[src/vic_pkg.sv]
// vic_pkg: constants for the host-side driver of a vectored irq controller
// assumes: 125 MHz clk, apb slave registers word aligned, 8-bit device bus
package vic_pkg;
    // apb register offsets
    localparam logic [7:0] OFF_CTRL   = 8'h00;
    localparam logic [7:0] OFF_CMD    = 8'h04;
    localparam logic [7:0] OFF_STATUS = 8'h08;
    localparam logic [7:0] OFF_RDATA  = 8'h0C;
    localparam logic [7:0] OFF_VEC    = 8'h10;
    localparam logic [7:0] OFF_IRQ_ST = 8'h14;
    localparam logic [7:0] OFF_IRQ_MK = 8'h18;
    localparam logic [7:0] OFF_REQ    = 8'h1C;
    // ctrl fields
    localparam int CTRL_MASTER_POS = 0;
    localparam int CTRL_BUFMODE_POS = 1;
    localparam int CTRL_EDGE_POS = 2;
    localparam logic [31:0] CTRL_RESET = 32'h0000_0001;
    // cmd fields: [7:0] data, [8] reg_select_line, [9] write(1)/read(0)
    localparam int CMD_ADDR_POS = 8;
    localparam int CMD_WR_POS   = 9;
    // status/irq event bits
    localparam int EV_CMD_DONE = 0;
    localparam int EV_ACK_DONE = 1;
    localparam int EV_DEV_INT  = 2;
    // device bus timing
    localparam int STROBE_NS   = 80;
    localparam int CLK_NS      = 8;
    localparam int STROBE_CYC  = (STROBE_NS + CLK_NS - 1) / CLK_NS;
    localparam int ACK_PULSES  = 3;
    localparam logic [7:0] CALL_OPCODE = 8'b1100_1101;
endpackage : vic_pkg

[src/vic_pins_if.sv]
// vic_pins_if: strobe request/answer between host core and pin sequencer
// assumes: one clock; the core starts one cycle at a time
`timescale 1ns/10ps
`default_nettype none
interface vic_pins_if;
    logic       start;   // one-cycle request
    logic [1:0] kind;    // 0 write, 1 read, 2 acknowledge
    logic       a0;      // address line value
    logic [7:0] wdata;   // write byte
    logic       busy;    // sequencer busy
    logic       done;    // one-cycle done pulse
    logic [7:0] rdata;   // byte captured at end of strobe
    modport core (output start, kind, a0, wdata, input busy, done, rdata);
    modport seq  (input start, kind, a0, wdata, output busy, done, rdata);
endinterface : vic_pins_if
`default_nettype wire

[src/vic_host.sv]
// vic_host: apb-programmed host that drives an eight-input vectored
// interrupt controller through its strobe pins and runs ack sequences
// assumes: device pins synchronous to clk; pad wires resolved outside
//
// What this block does
// - write and read strobes reach the device only while chip select is low; acknowledge goes with it high
// - a write strobe under chip select delivers a command byte
// - reg_select_line chooses which command or status register is used
// - otherwise host drives that pin: 1 master, 0 slave
// - edge mode: requester raises line and holds until acknowledged; the host never reads CTRL_EDGE_POS, request_inputs just follow OFF_REQ
// - host issues acknowledge pulses, collecting one vector byte each
//
// The implementer's own choices: register access over APB and the address map.
`timescale 1ns/10ps
`default_nettype none
module vic_host #(
    parameter int NREQ = 8              // request lines driven
) (
    input  wire logic        clk,       // 125 MHz clock
    input  wire logic        arst_n,    // async reset, active low
    input  wire logic        psel,      // apb select
    input  wire logic        penable,   // apb enable
    input  wire logic        pwrite,    // apb direction
    input  wire logic [7:0]  paddr,     // apb byte address
    input  wire logic [31:0] pwdata,    // apb write data
    output logic [31:0]      prdata,    // apb read data
    output logic             pready,    // apb ready
    output logic             pslverr,   // apb error
    output logic             irq,       // level interrupt
    output logic             cs_n,      // device chip select
    output logic             wr_n,      // device write strobe
    output logic             rd_n,      // device read strobe
    output logic             ack_n,     // irq_acknowledge strobe
    output logic             a0,        // reg_select_line
    output logic [7:0]       d_out,     // data bus out
    output logic             d_oe,      // data bus drive enable
    input  wire logic [7:0]  d_in,      // data bus in
    input  wire logic        dev_int,   // device interrupt output
    output logic [NREQ-1:0]  request_inputs,  // request lines
    output logic             sel_out,   // slave_sel_or_buf_enable out
    output logic             sel_oe,    // slave_sel_or_buf_enable drive
    input  wire logic        sel_in,    // slave_sel_or_buf_enable in
    input  wire logic [2:0]  cascade_id_lines // observed cascade id
);
    typedef enum {H_IDLE, H_WAIT, H_ACK} vic_host_state_t;
    typedef struct packed {
        vic_host_state_t st;
        logic [31:0] ctrl;
        logic [7:0]  rdata;
        logic [23:0] vec;
        logic [2:0]  cas;
        logic [1:0]  nack;
        logic [2:0]  ev;
        logic [2:0]  msk;
        logic [NREQ-1:0] req;
        logic        int_q;
        logic        start;
        logic [1:0]  kind;
        logic        sa0;
        logic [7:0]  wbyte;
    } vic_host_st_t;
    vic_host_st_t s_q, s_d;
    vic_pins_if pif ();
    logic wr_acc, rd_acc, slv_err;
    logic [2:0] ev_set;
    logic [31:0] rd_val;
    vic_pin_seq u_seq (
        .clk(clk), .arst_n(arst_n), .p(pif),
        .cs_n(cs_n), .wr_n(wr_n), .rd_n(rd_n), .ack_n(ack_n), .a0(a0),
        .d_out(d_out), .d_oe(d_oe), .d_in(d_in));
    // every access answers in its first access cycle
    assign wr_acc = psel && penable && pwrite;
    assign rd_acc = psel && penable && !pwrite;
    assign slv_err = paddr[1:0] != 2'b00 || paddr > vic_pkg::OFF_REQ;
    // read mux, zero for unmapped; status bit4 shows the level on
    // slave_sel_or_buf_enable so software can see who owns that pin
    always_comb begin
        rd_val = 32'h0000_0000;
        case (paddr)
            vic_pkg::OFF_CTRL:   rd_val = s_q.ctrl;
            vic_pkg::OFF_STATUS: rd_val = {27'h000_0000, sel_in, s_q.int_q,
                                  pif.busy || s_q.st != H_IDLE, 2'b00};
            vic_pkg::OFF_RDATA:  rd_val = {24'h00_0000, s_q.rdata};
            vic_pkg::OFF_VEC:    rd_val = {5'h00, s_q.cas, s_q.vec};
            vic_pkg::OFF_IRQ_ST: rd_val = {29'h0000_0000, s_q.ev};
            vic_pkg::OFF_IRQ_MK: rd_val = {29'h0000_0000, s_q.msk};
            vic_pkg::OFF_REQ:    rd_val = 32'(s_q.req);
            default:             rd_val = 32'h0000_0000;
        endcase
    end
    // command engine, event capture and register writes
    always_comb begin
        s_d = s_q;
        s_d.start = 1'b0;
        ev_set = 3'b000;
        // device interrupt seen rising; inputs already synchronous
        s_d.int_q = dev_int;
        if (dev_int && !s_q.int_q) ev_set[vic_pkg::EV_DEV_INT] = 1'b1;
        case (s_q.st)
            H_IDLE: if (wr_acc && paddr == vic_pkg::OFF_CMD) begin
                s_d.start = 1'b1;
                s_d.kind = pwdata[vic_pkg::CMD_WR_POS] ? 2'd0 : 2'd1;
                s_d.sa0 = pwdata[vic_pkg::CMD_ADDR_POS];
                s_d.wbyte = pwdata[7:0];
                s_d.st = H_WAIT;
            end else if (wr_acc && paddr == vic_pkg::OFF_VEC) begin
                // three acknowledge pulses, one byte each
                s_d.start = 1'b1;
                s_d.kind = 2'd2;
                s_d.nack = 2'd0;
                s_d.vec = 24'h00_0000;
                s_d.cas = cascade_id_lines;
                s_d.st = H_ACK;
            end
            H_WAIT: if (pif.done) begin
                if (s_q.kind == 2'd1) s_d.rdata = pif.rdata;
                ev_set[vic_pkg::EV_CMD_DONE] = 1'b1;
                s_d.st = H_IDLE;
            end
            H_ACK: if (pif.done) begin
                // opcode first, then low and high vector bytes
                s_d.vec = {pif.rdata, s_q.vec[23:8]};
                if (s_q.nack == 2'(vic_pkg::ACK_PULSES - 1)) begin
                    ev_set[vic_pkg::EV_ACK_DONE] = 1'b1;
                    s_d.st = H_IDLE;
                end else begin
                    s_d.nack = s_q.nack + 2'd1;
                    s_d.start = 1'b1;
                end
            end
            default: s_d.st = H_IDLE;
        endcase
        if (wr_acc && paddr == vic_pkg::OFF_CTRL) s_d.ctrl = pwdata;
        if (wr_acc && paddr == vic_pkg::OFF_IRQ_MK) s_d.msk = pwdata[2:0];
        if (wr_acc && paddr == vic_pkg::OFF_REQ)
            s_d.req = pwdata[NREQ-1:0];
        // read clears, a new event in the same cycle wins
        if (rd_acc && paddr == vic_pkg::OFF_IRQ_ST) s_d.ev = ev_set;
        else s_d.ev = s_q.ev | ev_set;
    end
    always_ff @(posedge clk or negedge arst_n) begin
        if (!arst_n) begin
            s_q <= '{st: H_IDLE, ctrl: vic_pkg::CTRL_RESET, rdata: 8'h00,
                     vec: 24'h00_0000, cas: 3'b000, nack: 2'd0,
                     ev: 3'b000, msk: 3'b000, req: '0, int_q: 1'b0,
                     start: 1'b0, kind: 2'd0, sa0: 1'b0, wbyte: 8'h00};
        end else begin
            s_q <= s_d;
        end
    end
    assign pif.start = s_q.start;
    assign pif.kind = s_q.kind;
    assign pif.a0 = s_q.sa0;
    assign pif.wdata = s_q.wbyte;
    assign prdata = rd_acc ? rd_val : 32'h0000_0000;
    assign pready = 1'b1;
    assign pslverr = psel && penable && slv_err;
    assign irq = |(s_q.ev & s_q.msk);
    assign request_inputs = s_q.req;
    // buffered mode leaves the pin to the device
    assign sel_oe = !s_q.ctrl[vic_pkg::CTRL_BUFMODE_POS];
    assign sel_out = s_q.ctrl[vic_pkg::CTRL_MASTER_POS];
endmodule : vic_host
`default_nettype wire

[src/vic_tick.sv]
// vic_tick: counts strobe width as clock cycles, pulses when elapsed
// assumes: restart is a one-cycle pulse
`timescale 1ns/10ps
`default_nettype none
module vic_tick #(
    parameter int CYC = 10
) (
    input  wire logic clk,     // clock
    input  wire logic arst_n,  // async reset
    input  wire logic restart, // begin counting
    output logic      expired  // one-cycle pulse at end
);
    typedef struct packed {
        logic [15:0] cnt;
        logic        run;
    } vic_tick_st_t;
    vic_tick_st_t s_q, s_d;
    // count down from the restart
    always_comb begin
        s_d = s_q;
        expired = 1'b0;
        if (restart) begin
            s_d.cnt = 16'(CYC - 1);
            s_d.run = 1'b1;
        end else if (s_q.run) begin
            if (s_q.cnt == 16'h0000) begin
                s_d.run = 1'b0;
                expired = 1'b1;
            end else begin
                s_d.cnt = s_q.cnt - 16'h0001;
            end
        end
    end
    always_ff @(posedge clk or negedge arst_n) begin
        if (!arst_n) begin
            s_q <= '0;
        end else begin
            s_q <= s_d;
        end
    end
endmodule : vic_tick
`default_nettype wire

[src/vic_pin_seq.sv]
// vic_pin_seq: drives one strobe on the device pins with setup and hold
// assumes: device is clockless; data sampled at the end of the strobe
`timescale 1ns/10ps
`default_nettype none
module vic_pin_seq (
    input  wire logic clk,          // clock
    input  wire logic arst_n,       // async reset
    vic_pins_if.seq   p,            // request from the core
    output logic      cs_n,         // chip select
    output logic      wr_n,         // write strobe
    output logic      rd_n,         // read strobe
    output logic      ack_n,        // irq_acknowledge strobe
    output logic      a0,           // reg_select_line
    output logic [7:0] d_out,       // data bus out
    output logic      d_oe,         // data bus drive enable
    input  wire logic [7:0] d_in    // data bus in
);
    typedef enum {S_IDLE, S_SETUP, S_STROBE, S_HOLD} vic_seq_state_t;
    typedef struct packed {
        vic_seq_state_t st;
        logic [1:0] kind;
        logic       cs_n, wr_n, rd_n, ack_n, a0, oe;
        logic [7:0] dout, rdata;
        logic       done;
    } vic_seq_st_t;
    vic_seq_st_t s_q, s_d;
    logic tick_go, tick_end;
    vic_tick #(.CYC(vic_pkg::STROBE_CYC)) u_tick (
        .clk(clk), .arst_n(arst_n), .restart(tick_go), .expired(tick_end));
    // setup a cycle, strobe low for the width, release, hold a cycle
    always_comb begin
        s_d = s_q;
        s_d.done = 1'b0;
        tick_go = 1'b0;
        case (s_q.st)
            S_IDLE: if (p.start) begin
                s_d.kind = p.kind;
                s_d.a0 = p.a0;
                s_d.dout = p.wdata;
                // acknowledge needs no chip select
                s_d.cs_n = (p.kind == 2'd2);
                s_d.oe = (p.kind == 2'd0);
                s_d.st = S_SETUP;
            end
            S_SETUP: begin
                s_d.wr_n = !(s_q.kind == 2'd0);
                s_d.rd_n = !(s_q.kind == 2'd1);
                s_d.ack_n = !(s_q.kind == 2'd2);
                tick_go = 1'b1;
                s_d.st = S_STROBE;
            end
            S_STROBE: if (tick_end) begin
                s_d.rdata = d_in;
                s_d.wr_n = 1'b1;
                s_d.rd_n = 1'b1;
                s_d.ack_n = 1'b1;
                s_d.st = S_HOLD;
            end
            S_HOLD: begin
                s_d.cs_n = 1'b1;
                s_d.oe = 1'b0;
                s_d.done = 1'b1;
                s_d.st = S_IDLE;
            end
            default: s_d.st = S_IDLE;
        endcase
    end
    always_ff @(posedge clk or negedge arst_n) begin
        if (!arst_n) begin
            s_q <= '{st: S_IDLE, kind: 2'd0, cs_n: 1'b1, wr_n: 1'b1,
                     rd_n: 1'b1, ack_n: 1'b1, a0: 1'b0, oe: 1'b0,
                     dout: 8'h00, rdata: 8'h00, done: 1'b0};
        end else begin
            s_q <= s_d;
        end
    end
    assign cs_n = s_q.cs_n;
    assign wr_n = s_q.wr_n;
    assign rd_n = s_q.rd_n;
    assign ack_n = s_q.ack_n;
    assign a0 = s_q.a0;
    assign d_out = s_q.dout;
    assign d_oe = s_q.oe;
    assign p.busy = (s_q.st != S_IDLE);
    assign p.done = s_q.done;
    assign p.rdata = s_q.rdata;
endmodule : vic_pin_seq
`default_nettype wire

[config.mk]
export PLATFORM = sky130hd
export DESIGN_NAME = vic_host
export DESIGN_NICKNAME = d
export VERILOG_FILES = /design/src/vic_pkg.sv /design/src/vic_pins_if.sv /design/src/vic_host.sv /design/src/vic_tick.sv /design/src/vic_pin_seq.sv
export SDC_FILE = /design/constraint.sdc
export NUM_CORES = 1
export LEC_CHECK = 0
export BUFFER_PORTS_ARGS = -buffer_cell sky130_fd_sc_hd__buf_2
export CAP_MARGIN = 20
export CORE_MARGIN = 2
export CORE_UTILIZATION = 55
export DETAILED_ROUTE_END_ITERATION = 8
export GPL_TIMING_DRIVEN = 0
export PLACE_DENSITY = 0.9
export SETUP_SLACK_MARGIN = 0.05
export SLEW_MARGIN = 5
export SYNTH_ARGS = -nofsm -noshare
export SYNTH_HDL_FRONTEND = slang
export SYNTH_SLANG_ARGS = --single-unit
[constraint.sdc]
create_clock -name clk -period 7.9 [get_ports clk]
set_input_delay 2.37 -clock clk [delete_from_list [all_inputs] [get_ports clk]]
set_output_delay 2.37 -clock clk [all_outputs]
set_load 0.1 [all_outputs]
* Word-level counts from Yosys, hierarchy flattened
Cells that the tools add are included.
** Operators by class
- Add/subtract/negate cells :: 2
- $lt $le $gt $ge :: 1
- Equal/unequal tests :: 27
- Multiplexer cells :: 45
- Bitwise logic cells :: 3
- Reduce and logical (&&, ||, !) cells :: 47
** Operators with widths (count)
- $mux 32 :: 7
- $pmux 32 s7 :: 1
- $pmux 32 s3 :: 2
- $eq 32x2->1 const B :: 3
- $eq 32x1->1 const B :: 2
- $logic_not 32->1 :: 2
- $reduce_bool 32->1 :: 2
- $mux 29 :: 2
- $pmux 24 s2 :: 1
- $mux 35 :: 1
- $mux 17 :: 2
- $eq 8x5->1 const B :: 4
- $mux 24 :: 1
- $eq 8x4->1 const B :: 2
- $logic_not 16->1 :: 1
- $mux 16 :: 1
- $reduce_and 2->1 :: 8
- $sub 16x1->16 const B :: 1
- $mux 1 :: 15
- $mux 3 :: 4
- $reduce_bool 2->1 :: 6
- $logic_and 1x1->1 :: 11
- $ne 2x2->1 const B :: 5
- $mux 9 :: 1
- 22 further kinds :: 40
** Word-level totals
- Register bits :: 202
- Word-level logic and storage cells :: 152

* Longest topological paths before layout
Gate-level depths: netlist (run 1).
- Depth in word-level cells :: 6
- Mapped depth :: 8

* By module
Synthesis (run 1) repeated with hierarchy kept, for this count alone.
** Unflattened totals
- Cells, all modules :: 630
- Area, all modules :: 7138.1 um^2
** By module, submodules not included
- vic_host :: times used 1, cells an instance 424, area each 4809.6 um^2, seq. area each 2453.6 um^2
- vic_pin_seq :: times used 1, cells an instance 99, area each 1330.0 um^2, seq. area each 680.7 um^2
- vic_tick :: times used 1, cells an instance 107, area each 998.5 um^2, seq. area each 425.4 um^2

* Worst setup path before layout (run 1)
Ideal clock, no wire load.
- Kind :: input port to output port
- Start :: input paddr[3]
- End :: output prdata[5]
- Arrival :: 5731 ps
- Required time :: 5530 ps
- Slack :: -201 ps
- Stages :: 6
- Path through :: clkbuf_1 nor4bb_1 clkbuf_1 clkbuf_1 a221oi_1 a211oi_1
** On the way
- Cells in the longest elaborated chain, start to end :: 3
** Ends and longest elaborated chain
- start, declared :: line vic_host.sv:24 : input wire logic [7:0] paddr,
- $eq 8x5->1, or another cell as far along :: line vic_host.sv:79 : case (paddr)
- $pmux 32 s7 * :: line vic_host.sv:79
- $mux 32 * :: line vic_host.sv:155 : assign prdata = rd_acc ? rd_val : 32'h0000_0000;
- end, declared :: line vic_host.sv:26 : output logic [31:0] prdata,
Every way passes the cells marked *; elsewhere a longest branch is shown, timed or not.

* Worst setup path after layout (run 1)
- Start :: input paddr[5]
- End :: output prdata[4]
The elaborated chain is that of the path after synthesis.

==> summary.txt, run 1 <==
Synth
  • Adder-cell share of the synthesized area: 0.0128
  • Post-synth top cells: dfrtp_1 (137), mux2_2 (88), nor2_1 (49), a22o_1 (32), a22oi_1 (24)
  • Yosys warns: 0
  • Post-Synthesis Cells: 583
  • Synth area leaders: dfrtp_1 (50%), mux2_2 (15%), a22o_1 (4.1%)
  • Main combinational cell family by area after synthesis: multiplexers
  • Post-Synth Simple-Gate Area: 0.127
  • Most frequent cell after synthesis: dfrtp_1
  • Synth Area in Compound Gates: 0.135
  • Yosys top cell area share: 0.502
  • Synth Register Bits: 142
  • Post-synth top flop: dfrtp_1
  • Avg Inst Size Synth: between 10 and 15 sq um
  • Post-synthesis mux area share: 0.156
  • Register area share after synthesis: 0.521
  • Synth Area in XOR/XNOR: 0
  • Post-synth EDFFs: 0
  • Syn Nets: 648
  • Distinct cells, synth: between 60 and 70
  • Synthesized area: 6830 sq um
  • Area leader, netlist: dfrtp_1
  • Async set or reset register ratio after synthesis: 1.00

Hold path
  • Min-delay src: pif.wdata[4]
  • HP Class: register to register
  • Hold Path Sink: u_seq.d_out[4]
  • WHS Path Cells: 1

Worst setup path
  • WP data arrival: ~5000 ps
  • Reg2Reg Depth: 8
  • CP Capture Type: output pin
  • Internal reg-to-reg setup slack: roughly 5300 ps
  • Crit-path max FO: 10
  • Worst reg2reg path startpoint: u_seq.s_q[26]
  • Reg2Reg Capture Point: u_seq.p.rdata[4]
  • CP Launch Type: input pin
  • Worst setup path class: input pin to output pin
  • Data required, critical path: ~5500 ps

Job
  • Max cap viols: 0

Timing
  • Final hold vios: 0
  • Final worst setup slack: about 520 ps
  • Unrepaired setup endpoints after global routing: no
  • Part of the cycle the worst path needs: 0.934
  • Fmax: ~0.14 GHz
  • Slew HR: 0.261
  • Slew Limit Fails: 0
  • TNS Setup: 0 ps
  • Final critical-path required period: ~7400 ps
  • Setup-failing EPs final: 0
  • Worst Max-Slew Pin Slew: 1110 ps
  • Worst Skew: approximately 6.7 ps

Floorplan
  • Die Width: between 100 and 150 um
  • Core Footprint: ~12000 sq um
  • Die area: between 10000 and 15000 sq um
  • Die Y: between 100 and 150 um
  • Initial core utilization: 0.566
  • Site Rows: 40
  • Io pins: between 100 and 150

Place
  • Gpl congestion: between 0.9 and 1
  • Hpwl dp: roughly 13000 um
  • Port Buffer Count: 115
  • Pre-CTS WS: 623 ps

Power and ir drop
  • Worst VDD drop: a little under 0.2 mV
  • Pleak: 4.05 nW
  • Power Dens Cells: roughly 250 nW/um^2

Global routing
  • Gr usage total: 0.280
  • Largest net degree at the start of global routing: 83
  • Number of global-route vias before repair: around 5600
  • Initial antenna violation count: 0
  • Overflow left after global routing: 0
  • First-pass GRT wire length: 28500 um

Clock tree
  • Clk slew on worst S/H paths: roughly 60 ps
  • CTS tree: done
  • # hold bufs at CTS: 0
  • H-tree levels: 4
  • CTS-repair resized insts: 0
  • Postcts setup bufs: 0
  • Num CTS Buffers: 17
  • Clock Sinks: 142
  • Worst skew pair latency: between 400 and 500 ps
  • Root Driver: clkbuf_16
  • Clock Path Buffers: 2

Finish
  • Fin nets: roughly 780
  • Area Growth Syn to Fin: 21.1%
  • Share of cells above drive strength 1: 0.393

Drt
  • WL per Instance: 20.0 um
  • Routed Antenna Nets: 0
  • Iteration-0 DRC Markers: just under 500
  • Vias per cell: 6.17
  • Vias: 5557
  • DR DRC count: 0
  • DRT Pass-1 Iters: 8
  • Post-Route WL: between 15000 and 20000 um

Outcome
  • Run status: complete, no violations
cell families (layout without fill, tap and decap cells):
logic type | Yosys count | count (layout)
compound gates | 119 | 119
fa+ha+maj | 7 | 7
buf+inv | 66 | 214
flops | 142 | 142
mux | 94 | 94
other cells | 1 | 2
simple gates | 154 | 154
cells in the final DEF (no fill, tap or decap), types with 4 or more instances in the layout:
cell type  synthesis  layout
clkbuf_1          22      23
a221oi_1           5       5
or2_2              5       5
dfstp_2            5       5
buf_4             17      17
nor2b_1           13      13
nand3_1            7       7
a21oi_1           14      14
a22oi_1           24      24
or3_1              7       7
nand4_1            4       4
nor3_1            10       8
mux2i_1            4       4
a31oi_1            4       4
a22o_1            32      32
nor4_1             5       5
nor2_1            49      49
and3_1             9       9
clkbuf_16          0      17
nand2b_1           4       4
buf_2              4     118
nand2_1           20      20
ha_1               7       7
a211oi_1           9       6
mux2_2            88      88
inv_1             22      22
dfrtp_1          137     137
power by group:
| part | switching (mW) | total, mW | internal, mW |
|---|---|---|---|
| combinational | 0.291 | 0.451 | 0.160 |
| sequential | 0.0366 | 0.802 | 0.765 |
| clock | 0.314 | 0.789 | 0.475 |
how the worst max path moves through the flow:
stage,endpoint,cells past startpoint,start,slack (ps)
2_1_floorplan,prdata[4],5,paddr[5],440
5_1_grt,prdata[4],7,paddr[5],490
6_report,prdata[4],7,paddr[5],520
4_1_cts,prdata[4],7,paddr[5],600
3_5_place_dp,prdata[4],7,paddr[5],620
3_3_place_gp,prdata[4],7,paddr[5],620
sequential cells by signal, indices dropped and copies added, names as in the netlist, 2 cells and up:
name              flops
u_seq.p.rdata         8
pif.kind              2
s_q                  77
pif.wdata             8
u_seq.s_q             4
u_seq.u_tick.s_q     17
u_seq.d_out           8
request_inputs        8
critical path: stages:
cell and delay, ps:
buf_2 110, or3_1 460, nor3_1 450, o311ai_2 470
clkbuf_1 410, a21oi_1 280, buf_2 470
metrics by stage:
step | util | std cells | instance area [sq um] | total power [mW] | hold WS (ps)
finish | 0.686 | 900 | 8270 | 2.04 | 502
global route | 0.686 | 899 | 8270 | 2.13 | 519
CTS | 0.685 | 898 | 8260 | 2.04 | 505
detailed placement | 0.637 | 867 | 7680 | 1.26 | 488
global placement | 0.634 | 866 | 7640 | 1.24 | 481
floorplan | - | 583 | 6860 | 1.14 | 462
layout make-up:
class,count,area [sq um]
Fill cell,824,3790
Sequential cell,142,3560
Multi-Input combinational cell,375,2980
Timing Repair Buffer,117,617
Clock buffer,19,443
Buffer,44,241
Tap cell,168,210
Clock inverter,12,138
Inverter,22,82.6
Antenna cell,1,2.50
routing by layer:
metal,global-route usage,share of wire,up-vias
li1,-,-,2426
met1,0.333,0.38,2784
met2,0.482,0.52,278
met3,0.0706,0.063,69
met4,0.128,0.041,0
met5,0,0,-
Power figures use the tool's default switching activity.
==> run 2: changes to the inputs <==
CORE_ASPECT_RATIO = 0.6   (was not set)
==> summary.txt, run 2 (synthesis gave the netlist of run 1 again) <==
Clock tree
  • Clock Sinks: 142 (unchanged)
  • Postcts setup bufs: 0 (unchanged)
  • Clock Path Buffers: 2 (unchanged)
  • # hold bufs at CTS: 0 (unchanged)
  • CTS tree: done
  • Worst skew pair latency: 430 ps (about the same)
  • Num CTS Buffers: 17 (unchanged)
  • CTS-repair resized insts: 0 (unchanged)
  • Root Driver: clkbuf_16
  • H-tree levels: 4 (unchanged)
  • Clk slew on worst S/H paths: 60 ps (about the same)

Timing
  • Final hold vios: 0 (unchanged)
  • TNS Setup: 0 ps (unchanged)
  • Setup-failing EPs final: 0 (unchanged)
  • Slew Limit Fails: 0 (unchanged)
  • Unrepaired setup endpoints after global routing: no
  • Fmax: 0.134 GHz (-0.96%)
  • Final critical-path required period: 7450 ps (+71.6 ps)
  • Part of the cycle the worst path needs: 0.943 (+0.00907)
  • Slew HR: 0.227 (-0.0345)
  • Worst Skew: 12.0 ps (+5.27 ps)
  • Final worst setup slack: 447 ps (-71.6 ps)
  • Worst Max-Slew Pin Slew: 1160 ps (+51.7 ps)

Floorplan
  • Die Y: 90.3 um (-22%)
  • Die Width: 148 um (+28%)
  • Core Footprint: 12100 sq um (+0.33%)
  • Site Rows: 31 (-23%)
  • Io pins: 117 (unchanged)
  • Die area: 13400 sq um (+0.22%)
  • Initial core utilization: 0.565 (-0.00187)

Worst setup path
  • Crit-path max FO: 10 (unchanged)
  • Critical path's slowest cell: buf_2
  • CP cell instances: buf_2, or3_1, nor3_1, o311ai_2, clkbuf_1, a21oi_1, buf_2
  • Internal reg-to-reg setup slack: 5250 ps (-80 ps)
  • WP data arrival: 5080 ps (+70 ps)
  • Crit path max-delay family: buffers and inverters
  • Worst setup path class: input pin to output pin
  • Critical path buffer and inverter count: 3 (unchanged)
  • CP Capture Type: output pin
  • Most used cell, CP: buf_2
  • Worst path max stage delay: 490 ps (+20 ps)
  • CP Launch Type: input pin
  • Data required, critical path: 5530 ps (about the same)

Power and ir drop
  • Power Dens Cells: 247 nW/um^2 (+0.15%)
  • Pleak: 4.04 nW (about the same)
  • Worst VDD drop: 0.165 mV (-17%)

Place
  • Hpwl dp: 13000 um (+3.5%)
  • Gpl congestion: 0.919 (+1.5%)
  • Port Buffer Count: 115 (unchanged)
  • Pre-CTS WS: 654 ps (+30.8 ps)
  • DP Area: 7680 sq um (about the same)

Finish
  • Max FFs per register: 77 (unchanged)
  • Area Growth Syn to Fin: 20.9%
  • Fin area: 8260 sq um (-0.17%)
  • Fin nets: 785 (+0.13%)
  • Share of cells above drive strength 1: 0.396 (+0.00302)
  • Most common cell after layout, fill and taps aside: dfrtp_1
  • Final core occ: 0.683 (-0.00341)
  • Antenna cells: 0 (-1)
  • Top flop regs: s_q: 77 flops, u_seq.u_tick.s_q: 17 flops
  • Largest Register: s_q
  • Most frequent cells in the layout: dfrtp_1 (137), buf_2 (119), mux2_2 (88)

Drt
  • Vias: 5673 (+2.1%)
  • Routed Antenna Nets: 0 (unchanged)
  • Met1 WL: 7570 um (+11%)
  • Top layer used by detailed routing: met5
  • DRT Pass-1 Iters: 7 (-1)
  • Post-Route WL: 18400 um (+2.4%)
  • Met3 WL: 1900 um (+66%)
  • Met2 wire len: 8490 um (-8.4%)
  • WL per Instance: 20.5 um (+2.6%)
  • Vias per cell: 6.32 (+2.3%)
  • DR DRC count: 0 (unchanged)
  • Iteration-0 DRC Markers: 686 (+38%)

Outcome
  • Run status: complete, no violations

Global routing
  • Largest net degree at the start of global routing: 96 (+16%)
  • Number of global-route vias before repair: 5596 (-0.59%)
  • Overflow left after global routing: 0 (unchanged)
  • First-pass GRT wire length: 29500 um (+3.5%)
  • Initial antenna violation count: 1 (+1)
  • Gr usage total: 0.286 (+0.00526)

Hold path
  • HP Class: register to register

Job
  • Max cap viols: 0 (unchanged)
## run 2: changes by cell type in the layout (fill, tap and decap cells not counted), sizes merged
cell	previous run	this run
buf	138	139
inv	25	31
clkinv	6	4
clkbuf	42	40
bufinv	2	0
diode	1	0
clkinvlp	1	2
## run 2: layout make-up
type / instances / area [sq um]
Fill cell: 851 / 3840
Sequential cell: 142 / 3560
Multi-Input combinational cell: 375 / 2980
Timing Repair Buffer: 118 / 619
Clock buffer: 17 / 425
Buffer: 44 / 241
Tap cell: 165 / 206
Clock inverter: 15 / 145
Inverter: 22 / 82.6
## run 2: metal layers
metal / GRT usage / vias up
met5: 0 / -
met4: 0.0976 / 2
met3: 0.0818 / 59
met2: 0.438 / 380
met1: 0.395 / 2801
li1: - / 2431
## run 2: final timing paths
path,start,to,cells past startpoint
min in group asynchronous,arst_n,s_q[83],1
max in group asynchronous,arst_n,u_seq.wr_n,2
worst min register to register,s_q[93],s_q[93],1
worst min-delay path,s_q[93],s_q[93],1
worst max register to register,u_seq.s_q[26],u_seq.p.rdata[1],8
worst max-delay path,paddr[5],prdata[4],7
## run 2: through the flow
stage	cells	hold slack (ps)	power, mW
2_1_floorplan	583	462	1.14
3_3_place_gp	863	480	1.23
3_5_place_dp	865	486	1.26
4_1_cts	897	501	2.03
5_1_grt	898	522	2.11
6_report	898	497	2.04
## run 2: power breakdown
| part | total [mW] | internal (mW) | switching, mW |
|---|---|---|---|
| clock network | 0.777 | 0.418 | 0.359 |
| logic | 0.463 | 0.160 | 0.302 |
| registers | 0.801 | 0.765 | 0.0368 |
==> run 3: changes to the inputs <==
CORE_UTILIZATION = 40   (was 55)
PLACE_DENSITY = 0.72   (was 0.9)
clock period = 6.9 ns   (was 7.9 ns; I/O delays follow)
==> summary.txt, run 3 (synthesis gave the netlist of run 1 again) <==
Worst setup path
  • Crit path max-delay family: buffers and inverters
  • Most used cell, CP: buf_2
  • Reg2Reg Depth: 8 (unchanged)
  • Critical path buffer and inverter count: 3 (unchanged)
  • Reg2Reg Capture Point: u_seq.p.rdata[2]
  • Worst reg2reg path startpoint: u_seq.s_q[26]
  • Critical path's slowest cell: nor4_1
  • CP cell instances: buf_2, nor4_1, clkbuf_1, a22oi_1, a211oi_2, buf_2
  • Data required, critical path: 4830 ps (-700 ps)
  • Crit-path max FO: 10 (unchanged)
  • Worst setup path class: input pin to output pin
  • Worst path max stage delay: 960 ps (+470 ps)
  • CP Capture Type: output pin
  • Internal reg-to-reg setup slack: 4320 ps (-930 ps)
  • WP data arrival: 4570 ps (-510 ps)
  • CP Launch Type: input pin

Timing
  • Worst Max-Slew Pin Slew: 1130 ps (-31.9 ps)
  • Setup-failing EPs final: 0 (unchanged)
  • Slew HR: 0.243 (+0.0156)
  • Final hold vios: 0 (unchanged)
  • Fmax: ~0.15 GHz
  • Part of the cycle the worst path needs: 0.962
  • Slew Limit Fails: 0 (unchanged)
  • Worst Skew: 12.0 ps (-0.0123 ps)
  • Unrepaired setup endpoints after global routing: no
  • Final critical-path required period: approximately 6600 ps
  • TNS Setup: 0 ps (unchanged)

Place
  • DP Area: 7770 sq um (+1.1%)
  • Port Buffer Count: 115 (unchanged)
  • Dpl cells: 929 (+7.4%)
  • Gpl congestion: 0.880 (-4.3%)
  • Hpwl dp: 12800 um (-1.0%)

Clock tree
  • Num CTS Buffers: 17 (unchanged)
  • CTS-repair resized insts: 0 (unchanged)
  • Clk slew on worst S/H paths: 60 ps (about the same)
  • # hold bufs at CTS: 0 (unchanged)
  • CTS tree: done
  • H-tree levels: 4 (unchanged)
  • Worst skew pair latency: 420 ps (about the same)
  • Clock Sinks: 142 (unchanged)
  • Root Driver: clkbuf_16
  • Postcts setup bufs: 0 (unchanged)
  • Clock Path Buffers: 2 (unchanged)

Finish
  • Largest Register: s_q
  • Final Instance Count excl. Fillers: 962 (+7.1%)
  • Max FFs per register: 77 (unchanged)
  • Top flop regs: s_q: 77 flops, u_seq.u_tick.s_q: 17 flops
  • Final core occ: 0.509 (-0.174)
  • Most common cell after layout, fill and taps aside: dfrtp_1
  • Most frequent cells in the layout: dfrtp_1 (137), buf_2 (119), mux2_2 (88)
  • Area Growth Syn to Fin: 22.8%
  • Fin nets: 785 (unchanged)
  • Share of cells above drive strength 1: 0.396 (unchanged)
  • Fin area: 8390 sq um (+1.5%)

Power and ir drop
  • Pleak: 4.07 nW (+0.59%)
  • Power Dens Cells: 286 nW/um^2 (+16%)
  • Worst VDD drop: 0.169 mV (+2.9%)
  • Pwr Total: 2.40 mW (+18%)

Hold path
  • Hold Path Sink: s_q[91]
  • HP Class: register to register
  • WHS Path Cells: 1 (unchanged)
  • Min-delay src: s_q[91]

Global routing
  • Number of global-route vias before repair: 5211 (-6.9%)
  • Gr usage total: 0.198 (-0.0882)
  • Largest net degree at the start of global routing: 96 (unchanged)
  • First-pass GRT wire length: 28200 um (-4.5%)
  • Initial antenna violation count: 1 (unchanged)
  • Overflow left after global routing: 0 (unchanged)

Floorplan
  • Die Y: 105 um (+16%)
  • Die Width: 173 um (+17%)
  • Io pins: 117 (unchanged)
  • Site Rows: 36 (+16%)
  • Initial core utilization: 0.414 (-0.150)
  • Die area: 18200 sq um (+36%)
  • Core Footprint: 16500 sq um (+36%)

Job
  • Max cap viols: 0 (unchanged)

Drt
  • Vias: 5234 (-7.7%)
  • WL per Instance: 18.1 um (-12%)
  • Post-Route WL: 17400 um (-5.4%)
  • Routed Antenna Nets: 0 (unchanged)
  • DRT Pass-1 Iters: 6 (-1)
  • DR DRC count: 0 (unchanged)
  • Vias per cell: 5.44 (-14%)
  • Iteration-0 DRC Markers: 375 (-45%)

Outcome
  • Run status: complete, no violations
run 3: worst max path at each step:
stage,start,to,cells after the start
2_1_floorplan,paddr[5],prdata[4],5
3_3_place_gp,paddr[4],prdata[4],6
3_5_place_dp,paddr[1],prdata[5],6
4_1_cts,paddr[1],prdata[1],7
5_1_grt,paddr[1],prdata[7],6
6_report,paddr[1],prdata[5],6
run 3: stage by stage:
step / hold WS [ps] / setup slack, ps
global route: 522 / 165
CTS: 503 / 336
detailed placement: 489 / 361
finish: 499 / 264
floorplan: 462 / 38.3
global placement: 481 / 17.6
run 3: per-layer routing:
metal	vias up	part of all wire	GRT usage
met5	-	0	0
met4	0	0.015	0.0593
met3	21	0.079	0.0476
met2	193	0.42	0.279
met1	2587	0.49	0.298
li1	2433	-	-
run 3: final cells by class:
cell class | count | area [sq um]
well taps | 228 | 285
clock buffers | 17 | 425
diodes | 1 | 2.50
plain buffers | 44 | 241
flip-flops and latches | 142 | 3560
inverters | 22 | 82.6
repair buffers | 118 | 622
multi-input cells | 375 | 2980
clock inverters | 15 | 188
fillers | 1489 | 8100
run 3: where the power goes:
group	leakage (nW)	switching, mW	internal, mW	total (mW)
Sequential	1.92	0.0424	0.875	0.918
Clock	0.301	0.407	0.554	0.962
Combinational	1.85	0.340	0.183	0.523
Total	4.07	0.789	1.61	2.40
